`config.mk`:
```
export PLATFORM = sky130hd
export DESIGN_NAME = idb_bridge
export DESIGN_NICKNAME = d
export VERILOG_FILES = /design/src/inc/idb_pkg.sv /design/src/rtl/idb_bridge.sv
export SDC_FILE = /design/constraint.sdc
export NUM_CORES = 1
export LEC_CHECK = 0
export BUFFER_PORTS_ARGS = -buffer_cell sky130_fd_sc_hd__buf_2
export CAP_MARGIN = 20
export CELL_PAD_IN_SITES_DETAIL_PLACEMENT = 1
export CELL_PAD_IN_SITES_GLOBAL_PLACEMENT = 1
export CORE_MARGIN = 10
export CORE_UTILIZATION = 25
export CTS_BUF_LIST = sky130_fd_sc_hd__clkbuf_4
export CTS_CLUSTER_DIAMETER = 60
export DETAILED_ROUTE_END_ITERATION = 6
export PLACE_DENSITY_LB_ADDON = 0.1
export SYNTH_ARGS = -nofsm -noshare
export SYNTH_HDL_FRONTEND = slang
export SYNTH_SLANG_ARGS = --single-unit
```
`constraint.sdc`:
```
create_clock -name i_core_clk -period 3.6 [get_ports i_core_clk]
set_input_delay 0.18 -clock i_core_clk [delete_from_list [all_inputs] [get_ports i_core_clk]]
set_output_delay 0.18 -clock i_core_clk [all_outputs]
set_load 0.02 [all_outputs]
```
`src/inc/idb_pkg.sv`:
```
// package: constants for the isa dma to local bus bridge
package idb_pkg;
  // ==========================================================
  // sizes
  localparam int unsigned NSLOT = 3;
  localparam int unsigned SYNC_W = 48;
  localparam int unsigned SA_W = 17;
  localparam int unsigned LA_W = 7;
  localparam int unsigned SD_W = 16;
  localparam int unsigned DAT_W = 32;
  localparam int unsigned ADR_W = 30;
  localparam int unsigned BE_W = 4;
  // ==========================================================
  // field positions inside the synchronised isa bundle
  localparam int unsigned F_SD = 0;
  localparam int unsigned F_SA = 16;
  localparam int unsigned F_LA = 33;
  localparam int unsigned F_SBHE = 40;
  localparam int unsigned F_MASTER = 41;
  localparam int unsigned F_REFRESH = 42;
  localparam int unsigned F_AEN = 43;
  localparam int unsigned F_IOW = 44;
  localparam int unsigned F_IOR = 45;
  localparam int unsigned F_MEMW = 46;
  localparam int unsigned F_MEMR = 47;
  // ==========================================================
  // reset values
  localparam logic [47:0] SYNC_RST = 48'hF400_0000_0000;
  localparam logic [2:0] GNT_RST = 3'h7;
  localparam logic [29:0] ADR_RST = 30'h0000_0000;
  localparam logic [15:0] SD_RST = 16'h0000;
  localparam logic [31:0] DAT_RST = 32'h0000_0000;
  localparam logic [3:0] BE_RST = 4'hF;
  // ==========================================================
  // timing: targets need 20 ns to decode before the claim is sampled
  localparam int unsigned CLK_PERIOD_NS = 10;
  localparam int unsigned T_CLAIM_NS = 20;
  localparam int unsigned CLAIM_CYC = (T_CLAIM_NS + CLK_PERIOD_NS - 1) / CLK_PERIOD_NS;
  localparam logic [1:0] CLAIM_LAST = 2'(CLAIM_CYC - 1);
  // ==========================================================
  // bridge sequencer
  typedef enum logic [2:0] {
    IDB_IDLE,
    IDB_ADS,
    IDB_CLAIM,
    IDB_WAIT,
    IDB_RET,
    IDB_END
  } idb_state_t;
endpackage

```
`src/rtl/idb_bridge.sv`:
```
// module: carries isa dma and isa master cycles onto the local slot bus
// ==========================================================
// Notes on behaviour
// - m/io pin high for memory strobes
// - w/r pin high for memory/io writes
// - aen without refresh drives address out
// - refresh cycles ignored entirely
// - iochrdy pulled low once target claims
// - iochrdy released on target ready
// - sa, la, sbhe forwarded to address
// - memory write: sd onto local data
// - memory read: local data onto sd
// - memcs16 asserted for claimed transfers
// - echo claimed isa transfers onto local bus
// - drive address group while isa side owns
// - local master owns: address pins inputs
// - claim, request, grant one per slot
// - wide transfer: upper lanes on address pins
// - sample claim, ignore on local hit
module idb_bridge (
  // clock and reset
  input wire logic i_core_clk,
  input wire logic i_nrst,
  // isa command and status pins
  input wire logic i_memr_n,
  input wire logic i_memw_n,
  input wire logic i_ior_n,
  input wire logic i_iow_n,
  input wire logic i_aen,
  input wire logic i_refresh_n,
  input wire logic i_isa_master,
  // isa address and data
  input wire logic [16:0] i_sa,
  input wire logic [23:17] i_la,
  input wire logic i_sbhe_n,
  input wire logic [15:0] i_sd,
  output logic [15:0] o_sd,
  output logic o_sd_oe,
  // isa open-drain answers, pin low while oe high
  output logic o_iochrdy,
  output logic o_iochrdy_oe,
  output logic o_memcs16_n,
  output logic o_memcs16_n_oe,
  // local address group, two-way
  input wire logic [29:0] i_adr,
  output logic [29:0] o_adr,
  output logic o_adr_oe,
  output logic o_address_strobe_n,
  output logic [3:0] o_byte_lane_enables_n,
  output logic o_mem_io,
  output logic o_write_read,
  output logic o_data_code,
  output logic o_wide_transfer_request_n,
  // local data bus
  input wire logic [31:0] i_local_data_bus,
  output logic [31:0] o_local_data_bus,
  output logic o_local_data_bus_oe,
  // target answers; ready return driven on bridge and local master cycles, the rest only toward a local master
  input wire logic i_target_ready_n,
  input wire logic i_burst_ready_n,
  input wire logic i_size16_request_n,
  input wire logic i_wide_transfer_ack_n,
  output logic o_burst_ready_n,
  output logic o_size16_request_n,
  output logic o_wide_transfer_ack_n,
  output logic o_answer_oe,
  output logic o_ready_return_n,
  // per slot claim and arbitration
  input wire logic [2:0] i_target_claim_n,
  input wire logic [2:0] i_master_request_n,
  output logic [2:0] o_master_grant_n,
  // system side
  input wire logic i_local_hit,
  input wire logic i_wide_enable
);
  // ==========================================================
  // helpers
  // byte enables for a 16-bit isa access inside a 32-bit word
  function automatic logic [3:0] isa_be_n(input logic a1, input logic a0, input logic bhe_n);
    isa_be_n = a1 ? {bhe_n, a0, 2'b11} : {2'b11, bhe_n, a0};
  endfunction
  // pick the 16-bit half of a word that the isa address selects
  function automatic logic [15:0] half_sel(input logic a1, input logic [31:0] w);
    half_sel = a1 ? w[31:16] : w[15:0];
  endfunction

  // ==========================================================
  // input synchronisers
  logic [47:0] sync1_r;
  logic [47:0] sync2_r;
  // async isa pins cross two flops before anything looks at them
  always_ff @(posedge i_core_clk)
  begin
    if (!i_nrst)
    begin
      sync1_r <= idb_pkg::SYNC_RST;
      sync2_r <= idb_pkg::SYNC_RST;
    end
    else
    begin
      sync1_r <= {i_memr_n, i_memw_n, i_ior_n, i_iow_n, i_aen, i_refresh_n,
                  i_isa_master, i_sbhe_n, i_la, i_sa, i_sd};
      sync2_r <= sync1_r;
    end
  end

  // ==========================================================
  // decoded isa status
  wire memr_act = !sync2_r[idb_pkg::F_MEMR];
  wire memw_act = !sync2_r[idb_pkg::F_MEMW];
  wire ior_act = !sync2_r[idb_pkg::F_IOR];
  wire iow_act = !sync2_r[idb_pkg::F_IOW];
  wire cmd_act = memr_act | memw_act | ior_act | iow_act;
  wire refresh_act = !sync2_r[idb_pkg::F_REFRESH];
  wire isa_cycle = sync2_r[idb_pkg::F_AEN] | sync2_r[idb_pkg::F_MASTER];
  wire [16:0] sa_s = sync2_r[idb_pkg::F_SA +: 17];
  wire [6:0] la_s = sync2_r[idb_pkg::F_LA +: 7];
  wire [15:0] sd_s = sync2_r[idb_pkg::F_SD +: 16];
  wire sbhe_s = sync2_r[idb_pkg::F_SBHE];
  wire claim_any = (i_target_claim_n != 3'h7);
  wire [2:0] req = ~i_master_request_n;

  // ==========================================================
  // arbitration state
  logic [2:0] gnt_r;
  logic [2:0] gnt_nxt;
  wire lbm_own = (gnt_r != 3'h0);
  // lowest slot wins; a grant holds until its request drops
  assign gnt_nxt = lbm_own ? (gnt_r & req) : (req & (~req + 3'h1));

  // ==========================================================
  // sequencer
  idb_pkg::idb_state_t state_r;
  idb_pkg::idb_state_t state_nxt;
  logic [1:0] cnt_r;
  logic claimed_r;
  logic mio_r;
  logic wr_r;
  logic [29:0] adr_r;
  logic [3:0] be_r;
  logic [31:0] wdat_r;
  logic [15:0] rdat_r;
  logic ready_return_n_r;
  logic wide_r;
  logic half_r;
  // refresh never starts a cycle, and a granted local master blocks one
  wire go = isa_cycle & cmd_act & !refresh_act & !lbm_own;
  wire claim_ok = claim_any & !i_local_hit;
  wire ready_seen = !i_target_ready_n;

  always_comb
  begin
    state_nxt = state_r;
    unique case (state_r)
      idb_pkg::IDB_IDLE:
        if (go)
          state_nxt = idb_pkg::IDB_ADS;
      idb_pkg::IDB_ADS:
        state_nxt = idb_pkg::IDB_CLAIM;
      idb_pkg::IDB_CLAIM:
        if (cnt_r == idb_pkg::CLAIM_LAST)
          state_nxt = claim_ok ? idb_pkg::IDB_WAIT : idb_pkg::IDB_END;
      idb_pkg::IDB_WAIT:
        if (ready_seen)
          state_nxt = idb_pkg::IDB_RET;
      idb_pkg::IDB_RET:
        state_nxt = idb_pkg::IDB_END;
      idb_pkg::IDB_END:
        if (!cmd_act)
          state_nxt = idb_pkg::IDB_IDLE;
    endcase
  end

  // state, counter, grant
  always_ff @(posedge i_core_clk)
  begin
    if (!i_nrst)
    begin
      state_r <= idb_pkg::IDB_IDLE;
      cnt_r <= 2'h0;
      gnt_r <= 3'h0;
    end
    else
    begin
      state_r <= state_nxt;
      cnt_r <= (state_r == idb_pkg::IDB_CLAIM) ? cnt_r + 2'h1 : 2'h0;
      // no grant on the edge that takes an isa cycle, or both would drive the bus
      gnt_r <= (state_r == idb_pkg::IDB_IDLE && !go) ? gnt_nxt : 3'h0;
    end
  end

  // cycle snapshot taken as the local cycle starts
  always_ff @(posedge i_core_clk)
  begin
    if (!i_nrst)
    begin
      mio_r <= 1'b0;
      wr_r <= 1'b0;
      adr_r <= idb_pkg::ADR_RST;
      be_r <= idb_pkg::BE_RST;
      wdat_r <= idb_pkg::DAT_RST;
      wide_r <= 1'b0;
      half_r <= 1'b0;
    end
    else if (state_r == idb_pkg::IDB_IDLE && go)
    begin
      mio_r <= memr_act | memw_act;
      wr_r <= memw_act | iow_act;
      adr_r <= {8'h00, la_s, sa_s[16:2]};
      be_r <= isa_be_n(sa_s[1], sa_s[0], sbhe_s);
      wdat_r <= sa_s[1] ? {sd_s, 16'h0000} : {16'h0000, sd_s};
      wide_r <= i_wide_enable;
      half_r <= sa_s[1]; // word half for the read return
    end
  end

  // claim flag, read capture and ready return
  always_ff @(posedge i_core_clk)
  begin
    if (!i_nrst)
    begin
      claimed_r <= 1'b0;
      rdat_r <= idb_pkg::SD_RST;
      ready_return_n_r <= 1'b1;
    end
    else
    begin
      if (state_r == idb_pkg::IDB_CLAIM && cnt_r == idb_pkg::CLAIM_LAST)
        claimed_r <= claim_ok;
      else if (state_r == idb_pkg::IDB_IDLE)
        claimed_r <= 1'b0;
      if (state_r == idb_pkg::IDB_WAIT && ready_seen)
        rdat_r <= half_sel(half_r, i_local_data_bus);
      // resynchronised return, one clock after target ready
      ready_return_n_r <= !((state_r == idb_pkg::IDB_WAIT || lbm_own) && ready_seen);
    end
  end

  // ==========================================================
  // local bus drive
  // the bridge owns the slot bus from strobe until the return
  wire own = (state_r == idb_pkg::IDB_ADS) || (state_r == idb_pkg::IDB_CLAIM) ||
             (state_r == idb_pkg::IDB_WAIT) || (state_r == idb_pkg::IDB_RET);
  // 64-bit data phase: upper lanes ride on the address and type pins
  wire wide_data = wide_r && !i_wide_transfer_ack_n && (state_r == idb_pkg::IDB_WAIT);
  assign o_adr_oe = own & !lbm_own;
  assign o_adr = wide_data ? idb_pkg::ADR_RST : adr_r;
  assign o_address_strobe_n = !(state_r == idb_pkg::IDB_ADS);
  assign o_byte_lane_enables_n = wide_data ? idb_pkg::BE_RST : be_r;
  assign o_mem_io = wide_data ? 1'b0 : mio_r;
  assign o_write_read = wide_data ? 1'b0 : wr_r;
  assign o_data_code = 1'b1;
  assign o_wide_transfer_request_n = !(own && wide_r);
  assign o_local_data_bus = wdat_r;
  assign o_local_data_bus_oe = own && wr_r && (state_r != idb_pkg::IDB_ADS);
  assign o_ready_return_n = ready_return_n_r;
  assign o_master_grant_n = ~gnt_r;
  // toward a local master; only when no slot target answers, so no contention
  assign o_answer_oe = lbm_own & !claim_any;
  assign o_burst_ready_n = 1'b1;
  assign o_size16_request_n = 1'b1;
  assign o_wide_transfer_ack_n = 1'b1;

  // ==========================================================
  // isa side drive
  assign o_iochrdy = 1'b0;
  assign o_iochrdy_oe = (state_r == idb_pkg::IDB_WAIT);
  assign o_memcs16_n = 1'b0;
  assign o_memcs16_n_oe = claimed_r && !(state_r == idb_pkg::IDB_IDLE);
  assign o_sd = rdat_r;
  // sd is driven only for a claimed memory read once data is caught
  assign o_sd_oe = claimed_r && mio_r && !wr_r &&
                   ((state_r == idb_pkg::IDB_RET) || (state_r == idb_pkg::IDB_END)) && memr_act;
endmodule

```
# After elaboration in Yosys (flattened, before gate mapping)
# Index checks and enable logic that the tools add are counted.
totals:
  reg_bits: 184
  latchBits: 0
  mem_bits_rw: 0
  mem_bits_ro: 0
  out_inout_bits: 102
  elab_cells: 102
  mem_count: 0
op_classes:
  addsub: 2
  n_mul: 0
  div_mod_pow: 0
  n_lt_le_gt_ge: 0
  eq_ne: 12
  n_shift: 0
  muxes: 16
  bitwise: 16
  n_reduce_logical: 41
ops:
  columns: ["op", "n"]
  rows:
  - ["32-bit 2-to-1 mux", 1]
  - ["22-bit 2-to-1 mux", 1]
  - ["3-bit 2-to-1 mux", 6]
  - ["3-bit case mux with 6 select lines", 1]
  - ["16-bit 2-to-1 mux", 1]
  - ["1-bit logical AND", 15]
  - ["1-bit logical NOT", 15]
  - ["3-bit NOT", 3]
  - ["4-bit 2-to-1 mux", 2]
  - ["2-bit != test (second input constant)", 4]
  - ["1-bit bitwise AND", 6]
  - ["3-bit bitwise AND", 2]
  - ["3-bit by 2-bit == test with 1-bit output (second input constant)", 2]
  - ["3-bit == test (second input constant)", 2]
  - ["1-bit logical OR", 5]
  - ["1-bit bitwise OR", 5]
  - ["1-bit 2-to-1 mux", 4]
  - ["2-bit AND reduction", 2]
  - ["4-bit AND reduction", 1]
  - ["3-bit by 1-bit adder with 3-bit output (second input constant)", 1]
  - ["3-bit by 1-bit == test with 1-bit output (second input constant)", 1]
  - ["3-bit logical NOT", 1]
  - ["3-bit by 1-bit != test with 1-bit output (second input constant)", 1]
  - ["3-bit != test (second input constant)", 1]
  - ["other kinds (4)", 4]

# Logic depth before layout (Yosys ltp)
logic_depth:
  depth_word: 10
  ltp_mapped: 7
  ltp_nobuf: 6

# Worst setup path before layout
# OpenSTA, ideal clock, no wires.
synth_timing:
  path_kind: "register to output"
  startpoint: "register state_r[2]"
  endpoint: "output port o_adr[19]"
  arrival_time_ns: 1.422
  t_required_ns: 3.420
  setup_slack_ns: 1.998
  path_stages_with_launch: 6
  n_path_buf: 2
  cell_sequence: "dfxtp_1 > buf_6 > nand3b_4 > nor3b_4 > clkbuf_1 > and2b_1"
synth_via:
  elab_chain_len: 3
synth_lines:
  columns: ["item", "line", "rtl"]
  rows:
  - ["start: declaration", "idb_bridge.sv:133", "idb_pkg::idb_state_t state_r;"]
  - ["start signal: assignment", "idb_bridge.sv:179", "state_r <= idb_pkg::IDB_IDLE;"]
  - ["start signal: assignment", "idb_bridge.sv:185", "state_r <= state_nxt;"]
  - ["3-bit by 2-bit == test with 1-bit output", "idb_bridge.sv:245", "wire wide_data = wide_r && !i_wide_transfer_ack_n && (state_r == idb_pkg::IDB_WAIT);"]
  - ["1-bit logical AND", "idb_bridge.sv:245", null]
  - ["22-bit 2-to-1 mux", "idb_bridge.sv:247", "assign o_adr = wide_data ? idb_pkg::ADR_RST : adr_r;"]
  - ["end: declaration", "idb_bridge.sv:46", "output logic [29:0] o_adr,"]
# Every way passes these cells.

# Final worst setup path
layout_timing:
  startpoint: "register state_r[1]"
  endpoint: "output port o_adr[20]"
# Same word-level chain as after synthesis.

==> results.md <==
- Status: complete, no violations
- Cell Area, Synth: 0.00669 mm²
- Crit. End Element: output pin
- Vias in the first global route: approximately 5,800
- Hold_ws: roughly 0.13 ns
- Kind of critical path: reg -> out
- Clock buffer depth: 2
- CTS tree: built
- Die Span Y: 184 µm
- Required @ worst endpoint: between 3 and 4 ns
- First-pass GRT wire length: 30.7 mm
- Yosys top cell area share: 0.551
- Max Cap Viol: 0
- Post-route insts no fill: between 1,000 and 1,500
- Final period utilization: 0.719
- First DRT Iteration DRCs: about 130
- Leak Pwr: 3.98 nW
- Largest net degree at the start of global routing: ~100
- Reg2Reg Setup Slack: approximately 1.5 ns
- Clock latency on the worst-skew pair: between 0.5 and 0.6 ns
- Hold Vio Cnt, Final: 0
- Max-slew violations: 0
- Final GP Congestion: 0.693
- Design area: approximately 0.0090 mm²
- Place WS: between 1 and 1.5 ns
- Hold path depth: 5
- Sink Count: around 180
- Capturing point of the worst reg2reg path: o_sd[4]
- Worst Skew: about 0.037 ns
- Largest area contributor in the netlist: dfxtp_1
- Post-DP Area: 0.00777 mm²
- Routed Antenna Nets: 0
- Flip-flop and latch count after synthesis: ~180
- Syn_area_per_cell: 9.92 µm²
- Pwr Total: between 3 and 4 mW
- Sequential fraction of the synthesis area: 0.551
- Area contributors post-synth: dfxtp_1 (55%), and2_1 (8.1%), a21boi_0 (5.7%)
- CTS resizes: 0
- Filler cells: 3,036
- Setup bufs post-CTS: 0
- NumNets Final: around 1,000
- Number of CTS-inserted buffers: 17
- RSZ-0062 raised after global routing: false
- Clock transition at the registers of the reported paths: 0.14 ns
- Synthesis-to-finish area growth: 33.9%
- Setup TNS: 0 ns
- Ratio of cells with drive above 1 in the final layout: 0.246
- Root buffer cell: clkbuf_4
- Achievable frequency: 386 MHz
- Final core utilization: 0.342
- Post-Place Cells: 1,144
- RR Startpoint: half_r
- CTS HTree Levels: 4
- # rows: 59
- Yosys warns: 0
- DP HPWL: about 13 mm
- Power Density: 416 mW/mm²
- DRC: 0
- GR Overflow Total: 0
- Die footprint: 0.0337 mm²
- Routed wirelength normalized by instance count: roughly 15 µm
- Worst VDD drop: 0.194 mV
- Worst setup SP type: flip-flop
- Min-delay worst type: in -> reg
- Crit path max fanout: 29
- Unique masters post-synth: between 40 and 50
- I/O pin total: between 200 and 250
- # setup viols final: 0
- Final WS setup: 1.01 ns
- HP Start: i_local_hit
- Die width: ~180 µm
- CTS Hold Bufs: between 80 and 90
- Worst Reg-to-Reg Cells: 4
- Max-slew headroom: 0.341
- Crit path time final: approximately 2.6 ns
- Destination of the worst hold path: state_r[2]
- Tightest Pin Transition: 0.988 ns
- Buffers on Ports: roughly 180
- Vias: 5,332
- Syn Inst Count: between 600 and 700
- Initial antenna violation count: 1
- Drt via density: approximately 4.2
- Critical path data arrival time: 2.41 ns
- Detailed Routing Iterations Pass 1: 4
- GR Util All Layers: 0.114
- Final wirelength: 19.5 mm
- Initial core utilization: 0.255
- Core Footprint: between 0.02 and 0.03 mm²
-- worst max-delay path by stage --
stage                            to  depth (start not counted)  slack, ns        from
after floorplan           o_adr[19]                          5       2.00  state_r[2]
after global placement      o_sd[2]                          4       1.49  state_r[1]
after detailed placement    o_sd[3]                          4       1.41  state_r[1]
after CTS                 o_adr[19]                          5       0.95  state_r[1]
after global routing      o_adr[19]                          5       0.81  state_r[1]
final                     o_adr[20]                          5       1.01  state_r[1]
-- flip-flops by register name, summed over array words and instances (netlist names) --
| signal | count |
|---|---|
| be_r | 4 |
| sync1_r | 48 |
| wide_r | 1 |
| sync2_r | 48 |
| o_local_data_bus | 32 |
| mio_r | 1 |
| state_r | 3 |
| adr_r | 22 |
| wr_r | 1 |
| half_r | 1 |
| o_ready_return_n | 1 |
| claimed_r | 1 |
| cnt_r | 2 |
| gnt_r | 3 |
| o_sd | 16 |
-- synth_stat cells --
cell type / number
dfxtp_1: 184
nand2_1: 101
and2_1: 87
a21boi_0: 51
clkbuf_1: 29
nor2b_1: 25
nand3_1: 21
buf_4: 18
o211a_1: 18
nand3b_1: 17
mux2i_1: 16
nor2_1: 13
nand2b_1: 12
buf_2: 10
o21ai_0: 9
a21boi_1: 7
inv_1: 5
nor3_1: 5
buf_6: 4
or2_2: 4
a31oi_1: 3
and2b_1: 3
nand4_1: 3
nor3b_1: 3
a21oi_1: 2
and4_1: 2
and4b_1: 2
conb_1: 2
ha_1: 2
a311oi_1: 1
buf_1: 1
nand3b_4: 1
nand4b_1: 1
nand4bb_1: 1
nor3_2: 1
nor3_4: 1
nor3b_4: 1
o21a_1: 1
o221a_1: 1
o2bb2ai_1: 1
o311a_2: 1
o31ai_1: 1
o41ai_2: 1
or3_1: 1
xnor2_1: 1
-- critical path: stages, from the launching register on --
cell	delay, ns
dfxtp_1	0.72
nand3b_4	0.19
nor3b_4	0.19
buf_4	0.35
and2b_1	0.23
buf_2	0.16
-- layer usage --
metal / share of wire / global-route usage
met5: 0 / 0
met2: 0.50 / 0.200
met4: 0.015 / 0.0433
met1: 0.43 / 0.127
met3: 0.054 / 0.0342
-- power by group --
group	switching [mW]	internal (mW)	leakage, nW
logic	0.162	0.175	2.32
registers	0.0321	2.10	1.50
clock network	0.757	0.494	0.155
total	0.952	2.77	3.98
-- layout by cell type (no fill, tap or decap), types with 4 or more instances in the layout --
master         netlist  routed
a21boi_0            51      51
a21boi_1             7       7
and2_1              87      87
buf_2               10     178
buf_4               18       5
clkbuf_4             0      18
conb_1               2      14
dfxtp_1            184     184
diode_2              0       4
dlygate4sd3_1        0      85
inv_1                5       5
mux2i_1             16      16
nand2_1            101     101
nand2b_1            12      12
nand3_1             21      21
nand3b_1            17      17
nor2_1              13      12
nor2b_1             25      25
nor3_1               5       5
o211a_1             18      18
o21ai_0              9       9
or2_2                4       4
-- final cells by class --
class | instances | area (µm²) | share of cell area
clock buffers | 18 | 135 | 0.0151
diodes | 4 | 10.0 | 0.00112
well taps | 335 | 419 | 0.0468
clock inverters | 13 | 168 | 0.0187
flip-flops and latches | 184 | 3680 | 0.411
multi-input cells | 435 | 2690 | 0.300
inverters | 5 | 18.8 | 0.00210
repair buffers | 271 | 1830 | 0.204
-- kinds of logic after synthesis --
| kind of cell | count (synthesis) | synth area share |
|---|---|---|
| xor gates and xnor gates | 1 | 0.00131 |
| other | 2 | 0.00112 |
| buffers and inverters | 67 | 0.0541 |
| DFF | 184 | 0.551 |
| adders and majority gates | 2 | 0.00374 |
| AOI/OAI and AO/OA | 97 | 0.114 |
| and+or+nand+nor | 305 | 0.251 |
| muxes | 16 | 0.0240 |
Power figures use the tool's default switching activity.
